`config.mk`:
```
export PLATFORM = sky130hd
export DESIGN_NAME = pgm_regs
export DESIGN_NICKNAME = d
export VERILOG_FILES = /design/src/include/pgm_pkg.sv /design/src/pgm_regs.sv /design/src/pgm_sdwn_timer.sv
export SDC_FILE = /design/constraint.sdc
export NUM_CORES = 1
export LEC_CHECK = 0
export ABC_AREA = 1
export BUFFER_PORTS_ARGS = -buffer_cell sky130_fd_sc_hd__buf_2
export CORE_MARGIN = 8
export CORE_UTILIZATION = 58
export DETAILED_ROUTE_END_ITERATION = 8
export GPL_TIMING_DRIVEN = 0
export HOLD_SLACK_MARGIN = 0.12
export PLACE_DENSITY = 0.83
export SETUP_SLACK_MARGIN = 0.3
export SYNTH_ARGS = -nofsm -noshare
export SYNTH_HDL_FRONTEND = slang
export SYNTH_HIERARCHICAL = 1
export SYNTH_SLANG_ARGS = --single-unit
```
`constraint.sdc`:
```
create_clock -name CORE_CLK -period 2.16 [get_ports CORE_CLK]
set_input_delay 0.324 -clock CORE_CLK [delete_from_list [all_inputs] [get_ports CORE_CLK]]
set_output_delay 0.324 -clock CORE_CLK [all_outputs]
set_load 0.01 [all_outputs]
```
`src/include/pgm_pkg.sv`:
```
/*
 pgm_pkg: offsets, field positions, reset values, timing counts and carrier
 structs for the power-good mask and discharge control register bank.
 Assumes a single 25 MHz core clock; factory defaults arrive as parameters.
*/
`default_nettype none
package pgm_pkg;
	localparam logic [7:0] OFS_PG_MASK = 8'hac;
	localparam logic [7:0] OFS_TERM_DISCH = 8'had;
	localparam logic [7:0] OFS_ADJ_RAIL = 8'hae;

	localparam int unsigned POS_PG1_IN3 = 7;
	localparam int unsigned POS_PG1_IN6 = 6;
	localparam int unsigned POS_PG4_IN3 = 5;
	localparam int unsigned POS_PG4_IN6 = 4;
	localparam int unsigned POS_PG2_IN3 = 3;
	localparam int unsigned POS_PG2_IN6 = 2;
	localparam int unsigned POS_PG3_IN3 = 1;
	localparam int unsigned POS_PG3_IN6 = 0;

	localparam int unsigned POS_TERM_DISCH = 4;
	localparam int unsigned POS_ADJ_DISCH_HI = 7;
	localparam int unsigned POS_ADJ_DISCH_LO = 6;
	localparam int unsigned POS_SDWN_CFG = 5;
	localparam int unsigned POS_VCODE_HI = 4;
	localparam int unsigned POS_VCODE_LO = 1;
	localparam int unsigned POS_RAIL_EN = 0;

	// neutral defaults; real parts load a factory option
	localparam logic [7:0] RST_PG_MASK = 8'hff;
	localparam logic [7:0] RST_TERM_DISCH = 8'h00;
	localparam logic [7:0] RST_ADJ_RAIL = 8'h00;

	localparam int unsigned CLK_HZ = 25000000;
	localparam int unsigned SDWN_MS_1 = 1;
	localparam int unsigned SDWN_MS_5 = 5;
	localparam int unsigned SDWN_MS_10 = 10;
	localparam int unsigned SDWN_MS_100 = 100;
	localparam int unsigned CYC_PER_MS = CLK_HZ / 1000;
	localparam logic [31:0] SDWN_CYC_1 = 32'(SDWN_MS_1 * CYC_PER_MS);
	localparam logic [31:0] SDWN_CYC_5 = 32'(SDWN_MS_5 * CYC_PER_MS);
	localparam logic [31:0] SDWN_CYC_10 = 32'(SDWN_MS_10 * CYC_PER_MS);
	localparam logic [31:0] SDWN_CYC_100 = 32'(SDWN_MS_100 * CYC_PER_MS);

	typedef enum logic [1:0] {
		DISCH_NONE,
		DISCH_100,
		DISCH_200,
		DISCH_500
	} pgm_disch_e;

	typedef struct packed {
		logic wr;
		logic rd;
		logic [7:0] addr;
		logic [7:0] wdata;
	} pgm_req_s;

	typedef struct packed {
		pgm_disch_e disch_sel;
		logic sdwn_cfg;
		logic [3:0] vcode;
		logic en;
	} pgm_rail_s;
endpackage
`default_nettype wire

```
`src/pgm_regs.sv`:
```
/*
 pgm_regs: control-input power-good mask, termination discharge and
 adjustable rail control registers, with the rail shutdown hold-off.
 Assumes a byte-wide register port from the host serial bridge on CORE_CLK,
 and that power-good and control-input levels arrive from outside the domain.
*/
`timescale 1ns/1ps
`default_nettype none
module pgm_regs #(
	parameter logic [7:0] MASK_DEFAULT = pgm_pkg::RST_PG_MASK,
	parameter logic [7:0] TERM_DEFAULT = pgm_pkg::RST_TERM_DISCH,
	parameter logic [7:0] RAIL_DEFAULT = pgm_pkg::RST_ADJ_RAIL,
	parameter logic [1:0] SDWN_TIME_SEL = 2'h0,
	parameter logic RAIL_USED = 1'b1,
	parameter logic RAIL_IS_SWITCH = 1'b0
) (
	input wire logic CORE_CLK,
	input wire logic RESET,
	input wire logic REG_WR,
	input wire logic REG_RD,
	input wire logic [7:0] REG_ADDR,
	input wire logic [7:0] REG_WDATA,
	output logic [7:0] REG_RDATA,
	output logic REG_RVALID,
	input wire logic [3:0] PG_TREE_IN,
	input wire logic CONTROL_INPUT_THREE,
	input wire logic CONTROL_INPUT_SIX,
	input wire logic EMERGENCY_SHUTDOWN,
	output logic [3:0] PG_OUTPUT,
	output logic TERMINATION_DISCHARGE_SEL,
	output logic [1:0] ADJ_REG_DISCHARGE_SEL,
	output logic [3:0] ADJ_REG_VOLTAGE_CODE,
	output logic ADJ_REG_ONE_ON,
	output logic LOAD_SWITCH_B_SECOND_ON
);
	// factory time code to hold-off cycles; no short test value, so benches wait the full time
	function automatic logic [31:0] hold_for_sel(input logic [1:0] sel);
		logic [31:0] cyc_v;
		cyc_v = pgm_pkg::SDWN_CYC_100;
		case (sel)
			2'h0: begin
				cyc_v = pgm_pkg::SDWN_CYC_1;
			end
			2'h1: begin
				cyc_v = pgm_pkg::SDWN_CYC_5;
			end
			2'h2: begin
				cyc_v = pgm_pkg::SDWN_CYC_10;
			end
			default: begin
				cyc_v = pgm_pkg::SDWN_CYC_100;
			end
		endcase
		return cyc_v;
	endfunction

	localparam logic [31:0] HOLD_CYC = hold_for_sel(SDWN_TIME_SEL);

	pgm_pkg::pgm_req_s req;
	pgm_pkg::pgm_rail_s rail;
	logic [7:0] mask_r;
	logic [7:0] term_r;
	logic [7:0] rail_r;
	logic [7:0] rdata_nxt;
	logic [7:0] rdata_r;
	logic rvalid_r;
	logic [2:0] sync3_r [0:6];
	logic [6:0] clean_r;
	logic [6:0] raw_in;
	logic sdwn_prev_r;
	logic sdwn_start;
	logic sdwn_hold;
	logic rail_on;
	logic [3:0] pg_r;
	logic [3:0] in3_masked;
	logic [3:0] in6_masked;

	assign req = '{wr: REG_WR, rd: REG_RD, addr: REG_ADDR, wdata: REG_WDATA};
	assign raw_in = {EMERGENCY_SHUTDOWN, CONTROL_INPUT_SIX, CONTROL_INPUT_THREE, PG_TREE_IN};

	// three stages; a level counts once stages two and three agree
	genvar gi;
	generate
		for (gi = 0; gi < 7; gi++) begin : g_sync
			always_ff @(posedge CORE_CLK) begin
				if (RESET) begin
					sync3_r[gi] <= 3'h0;
					clean_r[gi] <= 1'b0;
				end else begin
					sync3_r[gi] <= {sync3_r[gi][1:0], raw_in[gi]};
					if (sync3_r[gi][1] == sync3_r[gi][2]) begin
						clean_r[gi] <= sync3_r[gi][2];
					end
				end
			end
		end
	endgenerate

	// reserved termination bits are stored as written; software keeps them matching
	always_ff @(posedge CORE_CLK) begin
		if (RESET) begin
			mask_r <= MASK_DEFAULT;
			term_r <= TERM_DEFAULT;
			rail_r <= RAIL_DEFAULT;
		end else if (req.wr) begin
			case (req.addr)
				pgm_pkg::OFS_PG_MASK: begin
					mask_r <= req.wdata;
				end
				pgm_pkg::OFS_TERM_DISCH: begin
					term_r <= req.wdata;
				end
				pgm_pkg::OFS_ADJ_RAIL: begin
					rail_r <= req.wdata;
				end
				default: begin
				end
			endcase
		end
	end

	always_comb begin
		rdata_nxt = 8'h00;
		case (req.addr)
			pgm_pkg::OFS_PG_MASK: begin
				rdata_nxt = mask_r;
			end
			pgm_pkg::OFS_TERM_DISCH: begin
				rdata_nxt = term_r;
			end
			pgm_pkg::OFS_ADJ_RAIL: begin
				rdata_nxt = rail_r;
			end
			default: begin
				rdata_nxt = 8'h00;
			end
		endcase
	end

	always_ff @(posedge CORE_CLK) begin
		if (RESET) begin
			rvalid_r <= 1'b0;
		end else begin
			rvalid_r <= req.rd;
		end
	end

	// read data holds until the next read, so a slow host may sample late
	always_ff @(posedge CORE_CLK) begin
		if (RESET) begin
			rdata_r <= 8'h00;
		end else if (req.rd) begin
			rdata_r <= rdata_nxt;
		end
	end

	assign REG_RDATA = rdata_r;
	assign REG_RVALID = rvalid_r;

	// a set mask bit forces that input to look good, so it drops out of the and-tree
	assign in3_masked[0] = clean_r[4] | mask_r[pgm_pkg::POS_PG1_IN3];
	assign in6_masked[0] = clean_r[5] | mask_r[pgm_pkg::POS_PG1_IN6];
	assign in3_masked[1] = clean_r[4] | mask_r[pgm_pkg::POS_PG2_IN3];
	assign in6_masked[1] = clean_r[5] | mask_r[pgm_pkg::POS_PG2_IN6];
	assign in3_masked[2] = clean_r[4] | mask_r[pgm_pkg::POS_PG3_IN3];
	assign in6_masked[2] = clean_r[5] | mask_r[pgm_pkg::POS_PG3_IN6];
	assign in3_masked[3] = clean_r[4] | mask_r[pgm_pkg::POS_PG4_IN3];
	assign in6_masked[3] = clean_r[5] | mask_r[pgm_pkg::POS_PG4_IN6];

	always_ff @(posedge CORE_CLK) begin
		if (RESET) begin
			pg_r <= 4'h0;
		end else begin
			pg_r <= clean_r[3:0] & in3_masked & in6_masked;
		end
	end

	assign PG_OUTPUT = pg_r;

	assign rail.disch_sel = pgm_pkg::pgm_disch_e'(rail_r[pgm_pkg::POS_ADJ_DISCH_HI:pgm_pkg::POS_ADJ_DISCH_LO]);
	assign rail.sdwn_cfg = rail_r[pgm_pkg::POS_SDWN_CFG];
	assign rail.vcode = rail_r[pgm_pkg::POS_VCODE_HI:pgm_pkg::POS_VCODE_LO];
	assign rail.en = rail_r[pgm_pkg::POS_RAIL_EN];

	assign TERMINATION_DISCHARGE_SEL = term_r[pgm_pkg::POS_TERM_DISCH];
	assign ADJ_REG_DISCHARGE_SEL = rail.disch_sel;
	assign ADJ_REG_VOLTAGE_CODE = rail.vcode;

	// rising edge only; a held shutdown level does not retrigger
	always_ff @(posedge CORE_CLK) begin
		if (RESET) begin
			sdwn_prev_r <= 1'b0;
		end else begin
			sdwn_prev_r <= clean_r[6];
		end
	end

	assign sdwn_start = clean_r[6] & ~sdwn_prev_r & ~rail.sdwn_cfg;

	pgm_sdwn_timer #(
		.HOLD_CYC(HOLD_CYC)
	) u_sdwn_timer (
		.clk(CORE_CLK),
		.rst(RESET),
		.start(sdwn_start),
		.active(sdwn_hold)
	);

	// config 1 ignores shutdown; config 0 forces off during the hold-off
	assign rail_on = RAIL_USED & rail.en & (rail.sdwn_cfg | ~sdwn_hold);
	assign ADJ_REG_ONE_ON = rail_on & ~RAIL_IS_SWITCH;
	assign LOAD_SWITCH_B_SECOND_ON = rail_on & RAIL_IS_SWITCH;
endmodule
`default_nettype wire

```
`src/pgm_sdwn_timer.sv`:
```
/*
 pgm_sdwn_timer: holds the selected rail off for a fixed time after an
 emergency shutdown request. Assumes the request is already synchronous.
*/
`timescale 1ns/1ps
`default_nettype none
module pgm_sdwn_timer #(
	parameter logic [31:0] HOLD_CYC = pgm_pkg::SDWN_CYC_1
) (
	input wire logic clk,
	input wire logic rst,
	input wire logic start,
	output logic active
);
	logic [31:0] cnt_r;

	always_ff @(posedge clk) begin
		if (rst) begin
			cnt_r <= 32'h0000_0000;
		end else if (start) begin
			cnt_r <= HOLD_CYC;
		end else if (cnt_r != 32'h0000_0000) begin
			cnt_r <= cnt_r - 32'h0000_0001;
		end
	end

	assign active = (cnt_r != 32'h0000_0000);
endmodule
`default_nettype wire
```
==> results of run 1 <==
worst min-delay path, cell delays in order:
cell    delay [ns]
buf_2         0.09
inv_1         0.04
nor2_1        0.03
layer usage:
metal / vias to the layer above / global-route usage [%]
met2: 202 / 37.6
met3: 62 / 2.95
met4: 0 / 9.99
met1: 2044 / 24.8
li1: 2162 / -
met5: - / 0
metrics by stage:
stage	worst slack [ns]	hold WS (ns)
after floorplan	0.575	0.388
after global placement	0.317	0.391
after detailed placement	0.290	0.393
after CTS	0.212	0.152
after global routing	0.0608	0.160
final	0.130	0.161
cell usage after synthesis (4+ instances only):
cell type / instances / area share (%)
nand2_1: 133 / 11
nor2_1: 113 / 9.3
dfxtp_1: 98 / 43
inv_1: 71 / 5.9
nand3_1: 52 / 5.7
a21oi_1: 35 / 3.8
o21ai_0: 28 / 3.1
nand2_2: 14 / 1.9
nor2_2: 10 / 1.4
nand4_1: 9 / 1.2
buf_4: 8 / 1.3
xnor2_1: 8 / 1.5
nor3_1: 7 / 0.77
clkbuf_1: 6 / 0.49
buf_6: 5 / 1.2
a21oi_2: 4 / 0.77
nor2_8: 4 / 1.8
how the worst max path moves through the flow:
stage / cells after the start / from / endpoint
6_report: 6 / u_sdwn_timer/cnt_r[10]$_SDFFE_PP0P_ / ADJ_REG_ONE_ON
5_1_grt: 7 / u_sdwn_timer/cnt_r[22]$_SDFFE_PP0P_ / ADJ_REG_ONE_ON
4_1_cts: 7 / u_sdwn_timer/cnt_r[15]$_SDFFE_PP0P_ / ADJ_REG_ONE_ON
3_5_place_dp: 7 / u_sdwn_timer/cnt_r[0]$_SDFFE_PP0P_ / ADJ_REG_ONE_ON
3_3_place_gp: 7 / u_sdwn_timer/cnt_r[0]$_SDFFE_PP0P_ / ADJ_REG_ONE_ON
2_1_floorplan: 6 / u_sdwn_timer/cnt_r[0]$_SDFFE_PP0P_ / ADJ_REG_ONE_ON
cell type report:
| type | count | area, um2 | share of cell area, % |
|---|---|---|---|
| buffer | 23 | 170 | 3.09 |
| clock buffer | 10 | 128 | 2.32 |
| clock inverter | 6 | 50.0 | 0.910 |
| inverter | 76 | 292 | 5.30 |
| multi-input combinational | 439 | 2240 | 40.8 |
| sequential | 98 | 2000 | 36.3 |
| tap | 102 | 128 | 2.32 |
| timing repair buffer | 77 | 493 | 8.96 |
where the power goes:
part	leakage (nW)	total (mW)	internal (mW)	switching, mW
Sequential	0.806	2.47	2.13	0.335
Combinational	1.65	5.66	2.27	3.39
Clock	0.0888	1.09	0.434	0.660
logic make-up after synthesis:
| group | share of synthesized area (%) |
|---|---|
| other cells | 0.0824 |
| fa+ha+maj | 0.275 |
| simple gates | 35.7 |
| compound gates | 8.55 |
| buf+inv | 10.1 |
| flops | 43.1 |
| xor+xnor | 2.12 |
state kept, by name (all words and copies together), names as in the netlist:
name	count
sync3_r	21
REG_RVALID	1
term_r	8
rail	8
mask_r	8
REG_RDATA	8
PG_OUTPUT	4
clean_r	7
u_sdwn_timer/cnt_r	32
sdwn_prev_r	1
repair_timing:
action / in CTS / in global routing
resized for setup: 39 / 27
setup endpoints to repair: 1 / 6
pin swaps: 14 / 8
setup buffers: 26 / 5
==> flow_summary.ini, run 1 <==
[run_status]
status = complete, no violations

[drt]
met3WireLength_um = 799
vias = 4470
met2WireLength_mm = 6.08
ant_nets = 0
met1_length_mm = 4.99
viasPerCell = 5.38
wl_per_cell_um = 14.9
drc_errors = 0
routed_wl_mm = 12.4
firstDrtPassIters = 5
drt_iter0_drc = 319
top_layer = met4

[logic_synthesis]
syn_area_um2 = 4550
synth_nets = 664
yosysUniqueCellTypes = 36
ys.flop_type = dfxtp_1
async_reset_ff_share_pct = 0
synthCells = 636
ys_ff_latch = 98
yosysWarnings = 6
synth_edf_count = 0
synth.avg_cell_area_um2 = 7.16
yosysSeqAreaShare_pct = 43.1

[final_layout]
final_cell_mix = nand2_1, nor2_1, dfxtp_1
finalInstanceArea_um2 = 5500
finalNonFillerCells = 831
area_delta_synth_final_pct = 20.9
num_antenna_cells = 0
nets = 752
fillCellCount = 590
postLayoutCoreUtil_pct = 71.9
mostFrequentLayoutCell = nand2_1
drive_gt1_share_pct = 26.2

[worst_setup_path]
crit_path_start_kind = flop
cp_data_arrival_time_ns = 1.71
rr_worst_depth = 16
r2r_slack_ns = 0.15
slowest_stage = dfxtp_1
critPathMaxFanout = 4
crit_type = flop to primary output
crit_chain = nor2_2 > nand2_2 > inv_1 > nand4_1 > a21oi_2 > buf_2
r2r-start = u_sdwn_timer/cnt_r[14]$_SDFFE_PP0P_
critical_path_required_ns = 1.84
slowest_delay_ns = 0.36
end_kind = primary output
crit_buf_inv = 2
crit_family = simple AND/OR/NAND/NOR gates
r2r-end = u_sdwn_timer/cnt_r[30]$_SDFFE_PP0P_

[timing]
relSlewSlack_pct = 62.5
period_share_pct = 94.0
period_needed_ns = 2.03
rsz0062_at_grt = yes
skew_ns = 0.0134
worstMarginPinSlew_ns = 0.562
setup_viol = 0
finalSetupTns_ns = 0
fmax_mhz = 493
hold_viol = 0
slew_viol_final = 0

[clock_tree]
numCtsBuffers = 9
htreeDepth = 3
cts.sinks = 98
cts_tree = yes
cts_hold_buf = 0
root_buffer = clkbuf_8
worstSkewPairLatency_ns = 0.36
clockBufferDepth = 2
clk_pin_slew_ns = 0.09

[min_path]
hold_path_class = input pin to flop
whs_path_depth = 3
min-delay-start = PG_TREE_IN[1]
hold_path_end = sync3_r[1][0]$_SDFF_PP0_

[power_and_ir_drop]
powerDensity_nw_per_um2 = 1680
finalPower_mw = 9.22
leakagePower_nw = 2.54
ir_drop_mv = 0.779

[floorplanning]
dieArea_um2 = 10900
die_x_um = 105
core_um2 = 7650
die_y_um = 105
io_pins = 49
rows = 32
start_util_pct = 59.5

[place]
finalWeightedCongestion = 0.913
numPlacedInstances = 784
dp_hpwl_mm = 8.03
io_buffers = 46
dpl_cell_area_um2 = 4910

[global_route]
grt_pass1_vias = 4362
track_usage_pct = 21.2
antenna_found_initial = 0
grt_max_degree = 18
overflow = 0
grt_pass1_wl_mm = 19.5

[job]
max_cap_violations = 0
No activity file was read; power rests on OpenSTA's default activity.
==> run 2: changes to the inputs <==
- GPL_TIMING_DRIVEN: 0 -> not set
==> flow_summary.ini, run 2 (same netlist as run 1, synthesis figures left out) <==
[clock_tree]
htreeDepth = 3
cts_tree = yes
numCtsBuffers = 9
cts.sinks = 98
worstSkewPairLatency_ns = 0.36
clockBufferDepth = 2
cts_hold_buf = 0
clk_pin_slew_ns = 0.10
root_buffer = clkbuf_8

[worst_setup_path]
critPathMaxFanout = 3
rr_worst_depth = 17
end_kind = flop
r2r-start = u_sdwn_timer/cnt_r[19]$_SDFFE_PP0P_
crit_chain = nor2_4 > buf_4 > buf_4 > buf_4 > buf_4 > buf_4 > buf_4 > buf_4 > buf_4 > nand2_2 > nor2_2 > nand2_1 > nor2_1 > nand2_1 > nand2_1 > nand2_1 > nor2_1
crit_type = flop to flop
slowest_stage = dfxtp_4
crit_path_start_kind = flop
slowest_delay_ns = 0.38
critical_path_required_ns = 2.41
r2r-end = u_sdwn_timer/cnt_r[30]$_SDFFE_PP0P_
r2r_slack_ns = 0.16
cp_data_arrival_time_ns = 2.25
crit_top_cell = buf_4

[power_and_ir_drop]
powerDensity_nw_per_um2 = 1660
pwr-share-comb_pct = 58.1
leakagePower_nw = 2.42
internal_power_mw = 4.60
p_sw_mw = 4.19
power_frac_seq_pct = 28.2
ir_drop_mv = 0.836
power_frac_clock_pct = 13.7
swShare_pct = 47.7

[drt]
vias = 4310
routed_wl_mm = 11.6
wl_per_cell_um = 14.4
drc_errors = 0
viasPerCell = 5.35
drt_iter0_drc = 346
ant_nets = 0
firstDrtPassIters = 5

[final_layout]
finalNonFillerCells = 806
final_cell_mix = nand2_1, nor2_1, dfxtp_1
drive_gt1_share_pct = 24.0
postLayoutCoreUtil_pct = 69.3
largest_reg_flops = 32
nets = 727
reg_top3 = u_sdwn_timer/cnt_r: 32 flops, sync3_r: 21 flops
mostFrequentLayoutCell = nand2_1
area_delta_synth_final_pct = 16.4
finalInstanceArea_um2 = 5300
largest-register = u_sdwn_timer/cnt_r
num_antenna_cells = 0

[timing]
hold_viol = 0
skew_ns = 0.00886
fmax_mhz = 500
rsz0062_at_grt = yes
period_share_pct = 92.5
period_needed_ns = 2.00
finalSetupTns_ns = 0
hold_ws_ns = 0.152
setup_viol = 0
slew_viol_final = 0

[global_route]
grt_pass1_wl_mm = 18.5
overflow = 0
grt_pass1_vias = 4057
grt_max_degree = 31
antenna_found_initial = 0
track_usage_pct = 20.3

[place]
finalWeightedCongestion = 0.912
io_buffers = 47
numPlacedInstances = 767
dpl_cell_area_um2 = 4780
dp_hpwl_mm = 7.51

[floorplanning]
die_y_um = 105
die_x_um = 105
core_um2 = 7650
io_pins = 49
dieArea_um2 = 10900
start_util_pct = 59.5
rows = 32

[run_status]
status = complete, no violations

[min_path]
hold_path_end = sync3_r[0][0]$_SDFF_PP0_
min-delay-start = PG_TREE_IN[0]
hold_path_class = input pin to flop
whs_path_depth = 3

[job]
max_cap_violations = 0
-- run 2: stage by stage --
stage	power (mW)	worst slack [ns]
6_report	8.79	0.162
3_3_place_gp	6.10	0.412
5_1_grt	9.36	0.0750
4_1_cts	8.10	0.238
3_5_place_dp	6.23	0.384
2_1_floorplan	5.51	0.575
-- run 2: metal layers --
layer / share of wire, % / GRT usage, % / wire (um) / vias to the layer above
met5: 0 / 0 / 0 / -
met4: 2.9 / 7.95 / 332 / 0
met3: 5.5 / 4.67 / 643 / 39
met2: 50 / 36.0 / 5870 / 174
met1: 41 / 23.1 / 4790 / 1981
li1: - / - / - / 2116
-- run 2: power by group through the flow --
stage               logic, mW  registers (mW)  clock network (mW)
floorplan                3.19            2.32                   0
global placement         3.72            2.38                   0
detailed placement       3.83            2.39                   0
CTS                      4.44            2.43                1.23
global route             5.55            2.51                1.30
finish                   5.11            2.48                1.20
-- run 2: repair_timing --
| action | CTS | global route |
|---|---|---|
| resized for setup | 35 | 15 |
| pin swaps | 13 | 9 |
| setup buffers | 17 | 6 |
| setup endpoints to repair | 1 | 5 |
-- run 2: how the worst max path moves through the flow --
stage / startpoint / to / slack, ns
after floorplan: u_sdwn_timer/cnt_r[0]$_SDFFE_PP0P_ / ADJ_REG_ONE_ON / 0.58
after global placement: u_sdwn_timer/cnt_r[0]$_SDFFE_PP0P_ / ADJ_REG_ONE_ON / 0.41
after detailed placement: u_sdwn_timer/cnt_r[0]$_SDFFE_PP0P_ / ADJ_REG_ONE_ON / 0.38
after CTS: u_sdwn_timer/cnt_r[15]$_SDFFE_PP0P_ / ADJ_REG_ONE_ON / 0.24
after global routing: u_sdwn_timer/cnt_r[19]$_SDFFE_PP0P_ / u_sdwn_timer/cnt_r[30]$_SDFFE_PP0P_ / 0.08
final: u_sdwn_timer/cnt_r[19]$_SDFFE_PP0P_ / u_sdwn_timer/cnt_r[30]$_SDFFE_PP0P_ / 0.16
-- run 2: cell type report --
| class | count | area, um2 |
|---|---|---|
| clock inverter | 6 | 73.8 |
| clock buffer | 10 | 128 |
| inverter | 76 | 292 |
| tap | 102 | 128 |
| multi-input combinational | 439 | 2240 |
| timing repair buffer | 75 | 445 |
| sequential | 98 | 1990 |
| fill | 568 | 2350 |
-- run 2: worst max-delay path: cells and delay by family (launching register included) --
kind / cells / cell delay (ns)
buffers and inverters: 8 / 0.97
and+or+nand+nor: 9 / 0.52
DFF: 1 / 0.38
==> run 3: changes to the inputs <==
- BUFFER_PORTS_ARGS: -buffer_cell sky130_fd_sc_hd__buf_2 -> not set
- CORE_UTILIZATION: 58 -> 61
- DONT_BUFFER_PORTS: not set -> 1
- PLACE_DENSITY: 0.83 -> 0.81
- SLEW_MARGIN: not set -> 20
==> flow_summary.ini, run 3 (same netlist as run 1, synthesis figures left out) <==
[worst_setup_path]
crit_type = flop to primary output
critPathMaxFanout = 3
crit_top_cell = nor2_4
r2r_slack_ns = 0.50
crit_family = simple AND/OR/NAND/NOR gates
crit_path_start_kind = flop
slowest_stage = dfxtp_2
crit_buf_inv = 0
slowest_delay_ns = 0.36
rr_worst_depth = 5
r2r-start = rail[5]$_SDFFE_PP0P_
end_kind = primary output
cp_data_arrival_time_ns = 1.56
crit_chain = nor2_4 > nand2_2 > nor2_4 > and2_4 > nand4_1 > a21oi_2
critical_path_required_ns = 1.84
cp_num_cells = 6
r2r-end = u_sdwn_timer/cnt_r[27]$_SDFFE_PP0P_

[clock_tree]
cts.sinks = 98
numCtsBuffers = 9
clockBufferDepth = 2
clk_pin_slew_ns = 0.10
root_buffer = clkbuf_8
cts_tree = yes
worstSkewPairLatency_ns = 0.37
htreeDepth = 3

[floorplanning]
core_um2 = 7250
start_util_pct = 62.7
die_y_um = 102
rows = 31
dieArea_um2 = 10500
die_x_um = 102
io_pins = 49

[place]
dp_hpwl_mm = 7.42
finalWeightedCongestion = 0.894
io_buffers = 0

[drt]
firstDrtPassIters = 5
viasPerCell = 5.41
ant_nets = 0
routed_wl_mm = 11.0
drc_errors = 0
vias = 4109
drt_iter0_drc = 269
wl_per_cell_um = 14.5

[final_layout]
num_antenna_cells = 0
mostFrequentLayoutCell = nand2_1
nets = 683
largest_reg_flops = 32
fillCellCount = 570
largest-register = u_sdwn_timer/cnt_r
reg_top3 = u_sdwn_timer/cnt_r: 32 flops, sync3_r: 21 flops
drive_gt1_share_pct = 16.1
area_delta_synth_final_pct = 12.1
postLayoutCoreUtil_pct = 70.3
final_cell_mix = nand2_1, nor2_1, dfxtp_1

[timing]
period_needed_ns = 1.89
fmax_mhz = 530
finalSetupTns_ns = 0
rsz0062_at_grt = yes
setup_viol = 0
relSlewSlack_pct = 44.3
hold_viol = 0
skew_ns = 0.0108
slew_viol_final = 0
worstMarginPinSlew_ns = 0.835
period_share_pct = 87.4

[global_route]
overflow = 0
antenna_found_initial = 0
grt_pass1_vias = 3863
track_usage_pct = 21.4
grt_max_degree = 42
grt_pass1_wl_mm = 17.6

[power_and_ir_drop]
leakagePower_nw = 2.21
powerDensity_nw_per_um2 = 1610
ir_drop_mv = 0.704

[job]
max_cap_violations = 0

[min_path]
min-delay-start = REG_WDATA[5]
hold_path_end = term_r[5]$_SDFFE_PP0P_
whs_path_depth = 2
hold_path_class = input pin to flop

[run_status]
status = complete, no violations
run 3: cell count changes in the layout (fill, tap and decap cells not counted), moves of 2 or more:
cell | before | now
buf_2 | 47 | 0
dlygate4sd3_1 | 0 | 17
buf_4 | 28 | 13
dfxtp_2 | 7 | 12
dfxtp_4 | 5 | 2
nor2_4 | 13 | 10
dfxtp_1 | 86 | 84
nand2_1 | 128 | 130
nand2_2 | 19 | 17
nor2_1 | 100 | 102
run 3: timing repair:
item | CTS | global route
hold buffers | 18 | 0
resized for setup | 22 | 19
pin swaps | 7 | 5
endpoints found under the setup margin | 1 | 1
setup buffers | 10 | 2
endpoints found under the hold margin | 50 | 0
run 3: where the power goes:
part,total [mW],internal (mW),switching [mW]
Sequential,2.47,2.12,0.355
Combinational,4.57,1.68,2.90
Clock,1.16,0.452,0.703
Total,8.20,4.24,3.96
run 3: cell type report:
cell class | count | area, um2 | area share [%]
Multi-Input combinational cell | 439 | 2220 | 43.5
Sequential cell | 98 | 1980 | 38.9
Inverter | 76 | 292 | 5.71
Timing Repair Buffer | 31 | 288 | 5.64
Clock buffer | 9 | 124 | 2.43
Tap cell | 99 | 124 | 2.43
Clock inverter | 7 | 72.6 | 1.42
run 3: worst max-delay path by stage:
stage               slack (ns)                                start        endpoint
floorplan                 0.58   u_sdwn_timer/cnt_r[0]$_SDFFE_PP0P_  ADJ_REG_ONE_ON
global placement          0.43   u_sdwn_timer/cnt_r[0]$_SDFFE_PP0P_  ADJ_REG_ONE_ON
detailed placement        0.40   u_sdwn_timer/cnt_r[0]$_SDFFE_PP0P_  ADJ_REG_ONE_ON
CTS                       0.27  u_sdwn_timer/cnt_r[15]$_SDFFE_PP0P_  ADJ_REG_ONE_ON
global route              0.23  u_sdwn_timer/cnt_r[22]$_SDFFE_PP0P_  ADJ_REG_ONE_ON
finish                    0.27  u_sdwn_timer/cnt_r[16]$_SDFFE_PP0P_  ADJ_REG_ONE_ON
run 3: worst register-to-register path, delay by kind of cell (launching register included):
family	cells	cell delay, ns
and+or+nand+nor	3	0.75
buffers and inverters	2	0.44
DFF	1	0.36
run 3: layer usage:
| layer | global-route usage [%] | up-vias | part of all wire (%) |
|---|---|---|---|
| li1 | - | 2035 | - |
| met1 | 23.6 | 1890 | 40 |
| met2 | 37.1 | 148 | 51 |
| met3 | 5.59 | 36 | 6.5 |
| met4 | 10.4 | 0 | 2.7 |
| met5 | 0 | - | 0 |
run 3: metrics by stage:
| step | hold slack (ns) | instances | power [mW] | cell area, um2 | setup slack, ns |
|---|---|---|---|---|---|
| 5_1_grt | 0.132 | 759 | 8.86 | 5100 | 0.233 |
| 4_1_cts | 0.124 | 757 | 7.81 | 5030 | 0.271 |
| 3_3_place_gp | 0.390 | 713 | 6.04 | 4510 | 0.433 |
| 3_5_place_dp | 0.392 | 713 | 6.18 | 4510 | 0.397 |
| 6_report | 0.136 | 759 | 8.20 | 5100 | 0.272 |
| 2_1_floorplan | 0.388 | 636 | 5.51 | 4550 | 0.575 |
